File: src/hw/config_shadow_params.svh
`ifndef CONFIG_SHADOW_PARAMS_SVH
`define CONFIG_SHADOW_PARAMS_SVH

// register offsets
`define OFS_CTRL_STAGE 8'h01
`define OFS_RANGE_STAGE 8'h1D
`define OFS_CTRL_ACTIVE 8'h21
`define OFS_RANGE_ACTIVE 8'h22
`define OFS_CTRL_LATCHED 8'h23
`define OFS_GPIO_DATA 8'h40

// control word fields
`define MODE_HI 15
`define MODE_LO 12
`define PIN_B_HI 11
`define PIN_B_LO 10
`define PIN_A_HI 9
`define PIN_A_LO 8
`define CHOFF_HI 7
`define CHOFF_LO 4
`define SKIP_DIS_BIT 1

// sample mode codes
`define MODE_ADAPT_1024 4'h0
`define MODE_ADAPT_8 4'h3
`define MODE_FIXED_1024 4'h4
`define MODE_FIXED_8 4'h7
`define MODE_SINGLE 4'h8
`define MODE_SINGLE_8X 4'h9
`define MODE_FAST 4'hA
`define MODE_BURST 4'hB
`define MODE_SLEEP 4'hF

// pin function codes
`define PIN_ALERT 2'h0
`define PIN_GP_IN 2'h1
`define PIN_GP_OUT 2'h2
`define PIN_SLOW 2'h3

// range codes, 2'h3 is reserved
`define FSR_UNIPOLAR 2'h0
`define FSR_BIPOLAR_FULL 2'h1
`define FSR_BIPOLAR_HALF 2'h2
`define FSR_RESERVED 2'h3

// reset values
`define CTRL_RESET_BASE 16'h0700
`define RANGE_RESET 16'h0000
`define GPIO_RESET 16'h0000

// timing
`define CLK_FREQ_MHZ 100
`define VALID_TIME_US 1000
`define VALID_CYCLES (`VALID_TIME_US * `CLK_FREQ_MHZ)

`endif

File: src/hw/config_shadow_pkg.sv
package config_shadow_pkg;

  typedef enum logic [1:0]
  {
    st_idle = 2'b00,
    st_wait_cycle = 2'b01,
    st_settle = 2'b10
  } shadow_state_t;

endpackage

File: src/hw/config_shadow_latch_regs.sv
`timescale 1ns/1ps
`include "config_shadow_params.svh"

module config_shadow_latch_regs
  import config_shadow_pkg::*;
#(
  parameter int unsigned CHAN_COUNT = 4,
  parameter int unsigned VALID_CYCLES = `VALID_CYCLES
)
(
  input wire logic clock,
  input wire logic nrst,
  input wire logic [7:0] reg_addr,
  input wire logic [15:0] reg_wdata,
  input wire logic reg_wr,
  input wire logic reg_rd,
  output logic [15:0] reg_rdata,
  input wire logic refresh_req,
  input wire logic refresh_v_req,
  input wire logic refresh_g_req,
  input wire logic conv_cycle_done,
  input wire logic alert_a_req,
  input wire logic alert_b_req,
  input wire logic pin_a_in,
  input wire logic pin_b_in,
  output logic alert_out_a,
  output logic alert_out_a_oe,
  output logic alert_out_b,
  output logic alert_out_b_oe,
  output logic [3:0] eff_sample_mode,
  output logic [15:0] mode_onehot,
  output logic [3:0] chan_active,
  output logic [3:0] ptr_skip_mask,
  output logic [15:0] active_range,
  output logic range_reserved,
  output logic shadow_valid,
  output logic latched_valid
);

  ////////////////////////////////////////////////////////////////////////////
  // functions and constants

  function automatic logic [3:0] default_chan_off(input int unsigned n);
    logic [3:0] v;
    v = 4'h0;
    if (n == 3)
    begin
      v = 4'h1;
    end
    else if (n == 2)
    begin
      v = 4'h3;
    end
    else if (n == 1)
    begin
      v = 4'h7;
    end
    return v;
  endfunction

  // any two-bit range field at the reserved code
  function automatic logic has_reserved_fsr(input logic [15:0] w);
    logic r;
    r = 1'b0;
    for (int i = 0; i < 8; i++)
    begin
      if (w[2*i +: 2] == `FSR_RESERVED)
      begin
        r = 1'b1;
      end
    end
    return r;
  endfunction

  localparam logic [3:0] CHOFF_RESET = default_chan_off(CHAN_COUNT);
  localparam logic [15:0] CTRL_RESET = `CTRL_RESET_BASE | {8'h00, CHOFF_RESET, 4'h0};
  localparam logic [16:0] VALID_LAST = 17'(VALID_CYCLES - 1);

  ////////////////////////////////////////////////////////////////////////////
  // pin synchronisers

  logic [1:0] pin_a_sync_q;
  logic [1:0] pin_b_sync_q;

  always_ff @(posedge clock or negedge nrst)
  begin
    if (!nrst)
    begin
      pin_a_sync_q <= 2'h0;
      pin_b_sync_q <= 2'h0;
    end
    else
    begin
      pin_a_sync_q <= {pin_a_sync_q[0], pin_a_in};
      pin_b_sync_q <= {pin_b_sync_q[0], pin_b_in};
    end
  end

  ////////////////////////////////////////////////////////////////////////////
  // staging registers

  logic [15:0] ctrl_stage_q;
  logic [15:0] range_stage_q;
  logic [1:0] gpio_out_q;
  logic wr_ctrl;
  logic wr_range;
  logic wr_gpio;

  assign wr_ctrl = reg_wr && (reg_addr == `OFS_CTRL_STAGE);
  assign wr_range = reg_wr && (reg_addr == `OFS_RANGE_STAGE);
  assign wr_gpio = reg_wr && (reg_addr == `OFS_GPIO_DATA);

  always_ff @(posedge clock or negedge nrst)
  begin
    if (!nrst)
    begin
      ctrl_stage_q <= CTRL_RESET;
      range_stage_q <= `RANGE_RESET;
      gpio_out_q <= 2'h0;
    end
    else
    begin
      if (wr_ctrl)
      begin
        // only the implemented bits are kept
        ctrl_stage_q <= {reg_wdata[15:4], 2'h0, reg_wdata[`SKIP_DIS_BIT], 1'b0};
      end
      if (wr_range)
      begin
        range_stage_q <= reg_wdata;
      end
      if (wr_gpio)
      begin
        gpio_out_q <= reg_wdata[1:0];
      end
    end
  end

  ////////////////////////////////////////////////////////////////////////////
  // refresh sequencing

  shadow_state_t state_q;
  logic [15:0] ctrl_active_q;
  logic [15:0] ctrl_pending_q;
  logic [11:0] ctrl_latched_q;
  logic [15:0] range_active_q;
  logic [16:0] settle_cnt_q;
  logic shadow_valid_q;
  logic latched_valid_q;
  logic any_refresh;
  logic rate_change;

  // all three refresh flavours treated alike for the shadows
  assign any_refresh = refresh_req || refresh_v_req || refresh_g_req;
  assign rate_change = ctrl_stage_q[`MODE_HI:`MODE_LO] != ctrl_active_q[`MODE_HI:`MODE_LO];

  always_ff @(posedge clock or negedge nrst)
  begin
    if (!nrst)
    begin
      state_q <= st_idle;
      ctrl_active_q <= CTRL_RESET;
      ctrl_pending_q <= CTRL_RESET;
      range_active_q <= `RANGE_RESET;
    end
    else if (any_refresh)
    begin
      ctrl_pending_q <= ctrl_stage_q;
      range_active_q <= range_stage_q;
      if (rate_change)
      begin
        // the new rate waits for the running conversion to finish
        state_q <= st_wait_cycle;
      end
      else
      begin
        ctrl_active_q <= ctrl_stage_q;
        state_q <= st_settle;
      end
    end
    else
    begin
      case (state_q)
        st_wait_cycle:
        begin
          if (conv_cycle_done)
          begin
            ctrl_active_q <= ctrl_pending_q;
            state_q <= st_settle;
          end
        end
        st_settle:
        begin
          if (settle_cnt_q == VALID_LAST)
          begin
            state_q <= st_idle;
          end
        end
        default:
        begin
          state_q <= st_idle;
        end
      endcase
    end
  end

  // latched image is the control word in force just before the command
  always_ff @(posedge clock or negedge nrst)
  begin
    if (!nrst)
    begin
      ctrl_latched_q <= CTRL_RESET[15:4];
      latched_valid_q <= 1'b0;
    end
    else if (any_refresh)
    begin
      ctrl_latched_q <= ctrl_active_q[15:4];
      latched_valid_q <= 1'b1;
    end
  end

  always_ff @(posedge clock or negedge nrst)
  begin
    if (!nrst)
    begin
      settle_cnt_q <= 17'h00000;
      shadow_valid_q <= 1'b0;
    end
    else if (any_refresh)
    begin
      settle_cnt_q <= 17'h00000;
      shadow_valid_q <= 1'b0;
    end
    else if (state_q == st_settle)
    begin
      settle_cnt_q <= settle_cnt_q + 17'h00001;
      if (settle_cnt_q == VALID_LAST)
      begin
        shadow_valid_q <= 1'b1;
      end
    end
  end

  ////////////////////////////////////////////////////////////////////////////
  // register read port

  always_ff @(posedge clock or negedge nrst)
  begin
    if (!nrst)
    begin
      reg_rdata <= 16'h0000;
    end
    else if (reg_rd)
    begin
      case (reg_addr)
        `OFS_CTRL_STAGE: reg_rdata <= ctrl_stage_q;
        `OFS_RANGE_STAGE: reg_rdata <= range_stage_q;
        `OFS_CTRL_ACTIVE: reg_rdata <= ctrl_active_q;
        `OFS_RANGE_ACTIVE: reg_rdata <= range_active_q;
        `OFS_CTRL_LATCHED: reg_rdata <= {ctrl_latched_q, 4'h0};
        `OFS_GPIO_DATA: reg_rdata <= {12'h000, pin_b_sync_q[1], pin_a_sync_q[1], gpio_out_q};
        default: reg_rdata <= 16'h0000;
      endcase
    end
    else
    begin
      reg_rdata <= 16'h0000;
    end
  end

  ////////////////////////////////////////////////////////////////////////////
  // derived block outputs

  logic [1:0] sel_a;
  logic [1:0] sel_b;
  logic slow_force;
  logic [3:0] mode_d;

  assign sel_a = ctrl_active_q[`PIN_A_HI:`PIN_A_LO];
  assign sel_b = ctrl_active_q[`PIN_B_HI:`PIN_B_LO];
  assign slow_force = (sel_a == `PIN_SLOW && pin_a_sync_q[1]) || (sel_b == `PIN_SLOW && pin_b_sync_q[1]);
  // sleep is never overridden by the slow pin: there is no conversion to slow down
  assign mode_d = (slow_force && ctrl_active_q[`MODE_HI:`MODE_LO] != `MODE_SLEEP) ? `MODE_FIXED_8 :
                  ctrl_active_q[`MODE_HI:`MODE_LO];

  always_ff @(posedge clock or negedge nrst)
  begin
    if (!nrst)
    begin
      eff_sample_mode <= `MODE_ADAPT_1024;
      mode_onehot <= 16'h0001;
      chan_active <= 4'hF;
      ptr_skip_mask <= 4'h0;
      active_range <= `RANGE_RESET;
      range_reserved <= 1'b0;
      shadow_valid <= 1'b0;
      latched_valid <= 1'b0;
    end
    else
    begin
      eff_sample_mode <= mode_d;
      mode_onehot <= 16'h0001 << mode_d;
      chan_active <= ~ctrl_active_q[`CHOFF_HI:`CHOFF_LO];
      ptr_skip_mask <= ctrl_active_q[`SKIP_DIS_BIT] ? 4'h0 : ctrl_active_q[`CHOFF_HI:`CHOFF_LO];
      active_range <= range_active_q;
      range_reserved <= has_reserved_fsr(range_active_q);
      shadow_valid <= shadow_valid_q;
      latched_valid <= latched_valid_q && shadow_valid_q;
    end
  end

  always_ff @(posedge clock or negedge nrst)
  begin
    if (!nrst)
    begin
      alert_out_a <= 1'b0;
      alert_out_a_oe <= 1'b0;
      alert_out_b <= 1'b0;
      alert_out_b_oe <= 1'b0;
    end
    else
    begin
      alert_out_a <= (sel_a == `PIN_ALERT) ? alert_a_req : gpio_out_q[0];
      alert_out_a_oe <= (sel_a == `PIN_ALERT) || (sel_a == `PIN_GP_OUT);
      alert_out_b <= (sel_b == `PIN_ALERT) ? alert_b_req : gpio_out_q[1];
      alert_out_b_oe <= (sel_b == `PIN_ALERT) || (sel_b == `PIN_GP_OUT);
    end
  end
endmodule

File: config.mk
export PLATFORM = sky130hd
export DESIGN_NAME = config_shadow_latch_regs
export DESIGN_NICKNAME = d
export VERILOG_FILES = /design/src/hw/config_shadow_pkg.sv /design/src/hw/config_shadow_latch_regs.sv
export VERILOG_INCLUDE_DIRS = /design/src /design/src/hw
export SDC_FILE = /design/constraint.sdc
export NUM_CORES = 1
export LEC_CHECK = 0
export BUFFER_PORTS_ARGS = -buffer_cell sky130_fd_sc_hd__buf_2
export CORE_ASPECT_RATIO = 1.4
export CORE_UTILIZATION = 61
export CTS_CLUSTER_SIZE = 12
export DETAILED_ROUTE_END_ITERATION = 6
export PLACE_DENSITY_LB_ADDON = 0.05
export SETUP_SLACK_MARGIN = 0.3
export SLEW_MARGIN = 10
export SYNTH_ARGS = -nofsm -noshare
export SYNTH_HDL_FRONTEND = slang
export SYNTH_SLANG_ARGS = --single-unit
File: constraint.sdc
create_clock -name clock -period 4.7 [get_ports clock]
set_input_delay 0.47 -clock clock [delete_from_list [all_inputs] [get_ports clock]]
set_output_delay 0.47 -clock clock [all_outputs]
set_load 0.005 [all_outputs]
==> impl_metrics.csv, run 1 <==
group,metric,value,unit
finish,final_nets,748,
detailed_routing,viasPerCell,5.752,
logic_synthesis,synth_flop_cell,"dfrtp_1",
timing,fin_crit_sh,0.5880,
die,io_pins,103,
die,rows,46,
power_and_ir_drop,leakagePower,4.060,nW
timing,rsz0062_at_grt,"false",
outcome,outcome,"completed",
cts,post_cts_buffers,0,
timing,finalCriticalPeriod,2.764,ns
detailed_routing,wl_per_cell,17.94,um
logic_synthesis,async_reset_ff_frac,1.000,
power_and_ir_drop,intPower,2.802,mW
place,dp_cells,836,
cts,cts_buffers,17,
place,hpwl,10690,um
global_routing,grt_pass1_wl,25230,um
place,place.gp.congestion,0.8806,
cts,cts_sinks,177,
logic_synthesis,yosysUniqueCellTypes,53,
worst_setup_path,critPathKind,"input pin to flop",
die,die-width,93.46,um
global_routing,grt_pass1_vias,4962,
logic_synthesis,netlist_instances,616,
worst_setup_path,critPathArrivalTime,3.07,ns
detailed_routing,postRouteWirelength,15570,um
worst_setup_path,cp.required,5.00,ns
timing,final-setup-viol-count,0,
die,die_h,130.0,um
global_routing,gr-total-overflow,0,
logic_synthesis,avgSynthCellArea,11.60,um2
logic_synthesis,syn_area,0.007143,mm2
worst_setup_path,start_kind,"input pin",
detailed_routing,ant_nets,0,
cts,cts_root_buf,"clkbuf_16",
die,core_area,0.01134,mm2
cts,hold_buffers,0,
timing,skew,0.008729,ns
power_and_ir_drop,power_switching_share,0.2698,
global_routing,antenna_found_initial,0,
worst_setup_path,crit_fanout,19,
detailed_routing,via_count,4993,
cts,clockBufferDepth,2,
logic_synthesis,synth_warnings,0,
power_and_ir_drop,pwr-share-comb,0.143,
flow_run,cap_violations,0,
detailed_routing,first_iter_violations,370,
power_and_ir_drop,p_switching,1.036,mW
finish,synthToLayoutAreaGrowth,16.45,%
logic_synthesis,syn_nets,653,
timing,fin_tns_setup,0,ns
min_path,hp-class,"input pin to flop",
power_and_ir_drop,ir_worst_vdd,0.0003181,V
finish,final_cells,868,
finish,antenna_cells,0,
global_routing,grt_max_degree,113,
worst_setup_path,critPathCaptureType,"flop",
die,die-area,0.01215,mm2
timing,final-max-slew-violation-count,0,
power_and_ir_drop,p_per_area,461.4,mW/mm2
timing,fmax,0.3618,GHz
logic_synthesis,synth-edff-count,0,
place,port_buffers,102,
power_and_ir_drop,finalPower,3.838,mW
global_routing,grt_usage,0.2785,
cts,h-tree-depth,4,
logic_synthesis,ys_seq_elements,177,
logic_synthesis,synth_seq_area_share,0.6231,
cts,clock_latency,0.42,ns
cts,cts_tree,"built",
timing,worst_pin_slew,1.108,ns
detailed_routing,drc,0,
finish,final_layout_size_suffix_gt1_frac,0.2997,
cts,cts_resized,0,
timing,hold_ws,0.1655,ns
timing,slew_headroom,0.2560,
power_and_ir_drop,clockPowerShare,0.359,
power_and_ir_drop,p_seq_frac,0.498,
detailed_routing,firstDrtPassIters,5,
timing,finalHoldViolCount,0,
die,floorplan.initialDensity,0.6300,
cts,path_clk_slew,0.06,ns
[critical path: stages]
cell	delay [ns]
buf_2	0.36
or4b_1	0.84
nor3_2	0.96
mux2_2	0.42
[cells in the final DEF, fill, tap and decap left out, drive strengths merged, types with 3 or more instances in the layout]
cell type    n
a21oi       11
a22oi       16
a2bb2oi      6
a31oi        3
a32oi        4
buf        107
clkbuf      19
clkinv       3
clkinvlp     6
dfrtp      160
dfstp       17
inv         16
mux2        45
mux2i       12
nand2      120
nand2b      16
nand3        7
nand3b       3
nand4        6
nor2        47
nor2b        3
nor3        11
nor4         5
o21ai       15
o221a        9
o22a         8
o31ai        3
o32ai        4
or3          4
or4          4
or4b         3
xnor2        9
xor2         6
[power groups by stage]
stage | sequential, mW | combinational [mW] | clock, mW
detailed placement | 1.93 | 0.550 | 0
global placement | 1.92 | 0.530 | 0
global route | 1.94 | 0.609 | 1.46
finish | 1.91 | 0.549 | 1.38
CTS | 1.91 | 0.556 | 1.40
floorplan | 1.89 | 0.332 | 0
[per-stage QoR]
step | util | worst slack [ns] | instance area, um2
3_3_place_gp | 0.6824 | 1.576 | 7737
6_report | 0.7336 | 1.936 | 8318
4_1_cts | 0.7336 | 1.936 | 8318
3_5_place_dp | 0.6824 | 1.483 | 7737
5_1_grt | 0.7336 | 1.810 | 8318
2_1_floorplan | - | 2.554 | 7143
[per-layer routing]
layer,wire length (um),part of all wire,vias up,GRT usage
li1,-,-,2326,-
met1,6634,0.43,2489,0.3527
met2,7941,0.51,149,0.4697
met3,596,0.038,29,0.05186
met4,401,0.026,0,0.1231
met5,0,0,-,0
[sequential cells by signal, summed over array words and instances (netlist names), 16 cells and up]
register	flops
range_active_q	16
mode_onehot	16
settle_cnt_q	17
range_stage_q	16
active_range	16
reg_rdata	16
[worst paths after layout]
check,start,cells after the start,endpoint,slack [ns]
worst max-delay path,reg_addr[0],4,ctrl_stage_q[1],1.94
max in group asynchronous,nrst,2,ctrl_active_q[9],3.49
min in group asynchronous,nrst,1,mode_onehot[6],0.18
worst max register to register,ctrl_active_q[13],4,ctrl_active_q[11],2.35
worst min register to register,pin_b_sync_q[0],0,pin_b_sync_q[1],0.35
worst min-delay path,pin_b_in,1,pin_b_sync_q[0],0.17
[synthesized netlist by cell type, types with 3 or more instances]
library cell  number  area, um2
dfrtp_1          160       4004
xor2_1             6      52.55
buf_1              4      15.01
or4_1              4      30.03
a31oi_1            3      18.77
nand3_1            7      35.03
nor2_1            47      176.4
a2bb2oi_1          6      52.55
nand3b_1           3      22.52
o32ai_1            4      35.03
a22oi_1           16      120.1
o221a_2            9      101.4
a21oi_1           11      55.05
clkbuf_1          20      75.07
nor4_1             5      31.28
or3_1              4      25.02
nand2_1          119      446.7
o21ai_0           14      70.07
nand4_1            5      31.28
inv_1             14      52.55
nor3_1            10      50.05
xnor2_1            9      78.83
a32oi_1            4      35.03
mux2i_1           12      120.1
buf_2              4      20.02
o31ai_1            3      22.52
o22a_1             8      70.07
mux2_2            43      484.2
dfstp_2           17      446.7
nand2b_1          16      100.1
[cells by family (layout without fill, tap and decap cells)]
group | after synthesis | after routing | synth area share
multiplexers | 57 | 57 | 0.08776
AND/OR/NAND/NOR | 238 | 238 | 0.1545
XOR/XNOR | 15 | 15 | 0.01839
buffers and inverters | 45 | 153 | 0.02768
adder cells (fa/ha/maj) | 1 | 1 | 0.001751
AO/OA/AOI/OAI | 83 | 83 | 0.08688
flip-flops | 177 | 177 | 0.6231
[area by class of cell]
class,instances,area (um2)
Clock buffer,19,442.9
Timing Repair Buffer,107,554.3
Inverter,14,52.55
Fill cell,788,3020
Sequential cell,177,4451
Clock inverter,13,137.6
Tap cell,144,180.2
Multi-Input combinational cell,394,2500
(Power assumes the default switching activity.)
==> run 2, diff against run 1 <==
--- a/config.mk
+++ b/config.mk
@@ -6,9 +6,10 @@
 export SDC_FILE = /design/constraint.sdc
 export NUM_CORES = 1
 export LEC_CHECK = 0
+export ABC_AREA = 1
 export BUFFER_PORTS_ARGS = -buffer_cell sky130_fd_sc_hd__buf_2
 export CORE_ASPECT_RATIO = 1.4
-export CORE_UTILIZATION = 61
+export CORE_UTILIZATION = 52
 export CTS_CLUSTER_SIZE = 12
 export DETAILED_ROUTE_END_ITERATION = 6
 export PLACE_DENSITY_LB_ADDON = 0.05
==> constraint.sdc (replaced) <==
create_clock -name clock -period 2.46 [get_ports clock]
set_input_delay 0.246 -clock clock [delete_from_list [all_inputs] [get_ports clock]]
set_output_delay 0.246 -clock clock [all_outputs]
set_load 0.005 [all_outputs]
==> run 2 against run 1 <==
  * Worst setup slack got worse by 1.1 ns
  * Design area is 5.2% higher
  * Wire length grew 20%
  * Synthesized cell count increased by 38%
  * Critical path type is now flop to flop
==> impl_metrics.csv, run 2 <==
group,metric,value,unit
worst_setup_path,cpPeakStageDelay,0.40,ns
min_path,hp-class,"input pin to flop",
min_path,hp-start,"alert_b_req",
flow_run,cap_violations,0,
timing,finalHoldViolCount,0,
die,die_h,144.4,um
worst_setup_path,ff2ff_path_depth,8,
logic_synthesis,syn_area,0.007530,mm2
worst_setup_path,critPathArrivalTime,1.96,ns
worst_setup_path,crit_fanout,4,
cts,cts_tree,"built",
global_routing,grt_usage,0.2638,
logic_synthesis,synthTopCellsByCount,"nand2_1, dfrtp_1, nor2_1",
cts,clockBufferDepth,2,
finish,stdcell_area,0.008752,mm2
detailed_routing,viasPerCell,5.218,
logic_synthesis,yosys-top-cells-area,"dfrtp_1, nand2_1, dfstp_2",
logic_synthesis,synth_most_common_cell,"nand2_1",
global_routing,antenna_found_initial,0,
power_and_ir_drop,power_switching_share,0.2684,
logic_synthesis,ys_seq_elements,177,
worst_setup_path,worstPathCellList,"ha_1 -> nand3_1 -> nor2_1 -> nand3_1 -> nor2_1 -> nand2_1 -> nand2_1 -> nor2_1",
die,floorplan.initialDensity,0.5364,
detailed_routing,postRouteWirelength,18690,um
timing,fin_crit_sh,0.6643,
finish,synthToLayoutAreaGrowth,16.23,%
finish,final_common_cell,"nand2_1",
logic_synthesis,yosysUniqueCellTypes,34,
timing,final-setup-viol-count,0,
timing,final-max-slew-violation-count,0,
finish,largest_reg_flops,17,
timing,worst_pin_slew,0.6536,ns
detailed_routing,via_count,5985,
detailed_routing,drc,0,
cts,path_clk_slew,0.07,ns
power_and_ir_drop,intPower,4.683,mW
logic_synthesis,async_reset_ff_frac,1.000,
finish,regMostFlops,"settle_cnt_q",
finish,final_layout_size_suffix_gt1_frac,0.2100,
worst_setup_path,r2r-end,"settle_cnt_q[10]",
worst_setup_path,cp_slowest_cell,"dfrtp_1",
logic_synthesis,syn_nets,885,
cts,cts_root_buf,"clkbuf_16",
place,port_buffers,102,
finish,num-fill-cells,1240,
die,io_pins,103,
worst_setup_path,ff2ff_setup_slack,0.83,ns
logic_synthesis,synth_warnings,0,
logic_synthesis,avgSynthCellArea,8.879,um2
logic_synthesis,yosysTopAreaCellShare,0.5317,
logic_synthesis,synth_seq_area_share,0.5911,
worst_setup_path,cp.required,2.79,ns
worst_setup_path,timing.rr.start,"settle_cnt_q[1]",
power_and_ir_drop,finalPower,6.401,mW
die,core_area,0.01404,mm2
place,place.gp.congestion,0.9029,
cts,cts_resized,0,
detailed_routing,firstDrtPassIters,5,
timing,skew,0.01058,ns
global_routing,grt_pass1_wl,29970,um
global_routing,gr-total-overflow,0,
power_and_ir_drop,ir_worst_vdd,0.0005878,V
finish,layout_common_cells,"nand2_1, dfrtp_1, buf_2, nor2_1, nand3_1",
timing,hold_ws,0.02129,ns
logic_synthesis,synth_flop_cell,"dfrtp_1",
outcome,outcome,"completed",
cts,clock_latency,0.44,ns
power_and_ir_drop,p_per_area,731.4,mW/mm2
timing,slew_headroom,0.5638,
finish,antenna_cells,0,
cts,cts_sinks,177,
worst_setup_path,start_kind,"flop",
place,placed_area,0.008148,mm2
timing,fmax,0.6119,GHz
detailed_routing,first_iter_violations,413,
power_and_ir_drop,p_switching,1.718,mW
detailed_routing,wl_per_cell,16.30,um
power_and_ir_drop,clockPowerShare,0.409,
worst_setup_path,critPathKind,"flop to flop",
power_and_ir_drop,p_seq_frac,0.504,
die,rows,51,
timing,rsz0062_at_grt,"false",
logic_synthesis,synth-edff-count,0,
min_path,min_path_cells,3,
worst_setup_path,crit_top_cell,"nor2_1",
global_routing,grt_pass1_vias,5826,
cts,h-tree-depth,4,
min_path,hold_path_end,"alert_out_b",
die,die-width,103.7,um
logic_synthesis,netlist_instances,848,
finish,final_nets,986,
detailed_routing,ant_nets,0,
power_and_ir_drop,leakagePower,4.565,nW
timing,fin_tns_setup,0,ns
timing,finalCriticalPeriod,1.634,ns
logic_synthesis,yosys.area.top_type,"dfrtp_1",
place,hpwl,13550,um
global_routing,grt_max_degree,64,
power_and_ir_drop,pwr-share-comb,0.086,
cts,cts_buffers,17,
worst_setup_path,critPathCaptureType,"flop",
die,die-area,0.01497,mm2
[run 2: cell types whose count changed after synthesis, sizes merged, moves of 45 or more]
cell,before,now
nand2,120,272
nand3,7,75
inv,14,79
o21ai,15,69
nor2,47,99
mux2,45,0
[run 2: per-layer routing]
metal  share of wire  GRT usage  wire [um]  vias up
li1                -          -          -     2894
met1            0.39     0.3071       7384     2830
met2            0.51     0.4603       9611      209
met3           0.042    0.04867        779       52
met4           0.049     0.1541        918        0
met5               0          0          0        -
[run 2: final cells by class]
cell class / instances / area [um2] / share of cell area
flip-flops and latches: 177 / 4451 / 0.5085
multi-input cells: 562 / 2579 / 0.2946
repair buffers: 111 / 616.8 / 0.07048
clock buffers: 17 / 425.4 / 0.04861
inverters: 80 / 300.3 / 0.03431
well taps: 185 / 231.5 / 0.02645
clock inverters: 15 / 148.9 / 0.01701
[run 2: worst max-delay path by stage]
stage | from | to | slack, ns | cells past startpoint
after floorplan | settle_cnt_q[1] | settle_cnt_q[10] | 1.14 | 8
after global placement | refresh_v_req | ctrl_active_q[14] | 0.71 | 9
after detailed placement | refresh_v_req | ctrl_active_q[9] | 0.62 | 8
after CTS | ctrl_active_q[13] | ctrl_active_q[12] | 0.84 | 9
after global routing | ctrl_active_q[13] | ctrl_active_q[5] | 0.66 | 9
final | settle_cnt_q[1] | settle_cnt_q[10] | 0.83 | 8
[run 2: critical path, delay by kind of cell, from the launching register on]
kind | cells | cell delay, ns
adder cells (fa/ha/maj) | 1 | 0.20
AND/OR/NAND/NOR | 7 | 0.96
flip-flops | 1 | 0.40
[run 2: logic make-up after synthesis]
kind of cell	Yosys count	share of synthesized area
compound gates	83	0.06547
fa+ha+maj	1	0.001661
buf+inv	109	0.06647
flops	177	0.5911
simple gates	478	0.2753
[run 2: per-stage QoR]
stage / instances / setup WS (ns) / utilization
global placement: 1112 / 0.7111 / 0.5804
CTS: 1147 / 0.8372 / 0.6234
detailed placement: 1112 / 0.6202 / 0.5804
floorplan: 848 / 1.137 / -
global route: 1147 / 0.6604 / 0.6234
finish: 1147 / 0.8257 / 0.6234
[run 2: power groups by stage]
stage,sequential (mW),combinational [mW],clock [mW]
6_report,3.23,0.554,2.62
5_1_grt,3.24,0.630,2.79
4_1_cts,3.23,0.564,2.67
3_5_place_dp,3.28,0.558,0
3_3_place_gp,3.28,0.541,0
2_1_floorplan,3.23,0.340,0
[run 2: repair_timing]
item / in CTS / in global routing
endpoints found under the setup margin: 0 / 0
setup buffers: 0 / 0
hold endpoints to repair: 50 / 0
hold buffers: 3 / 0
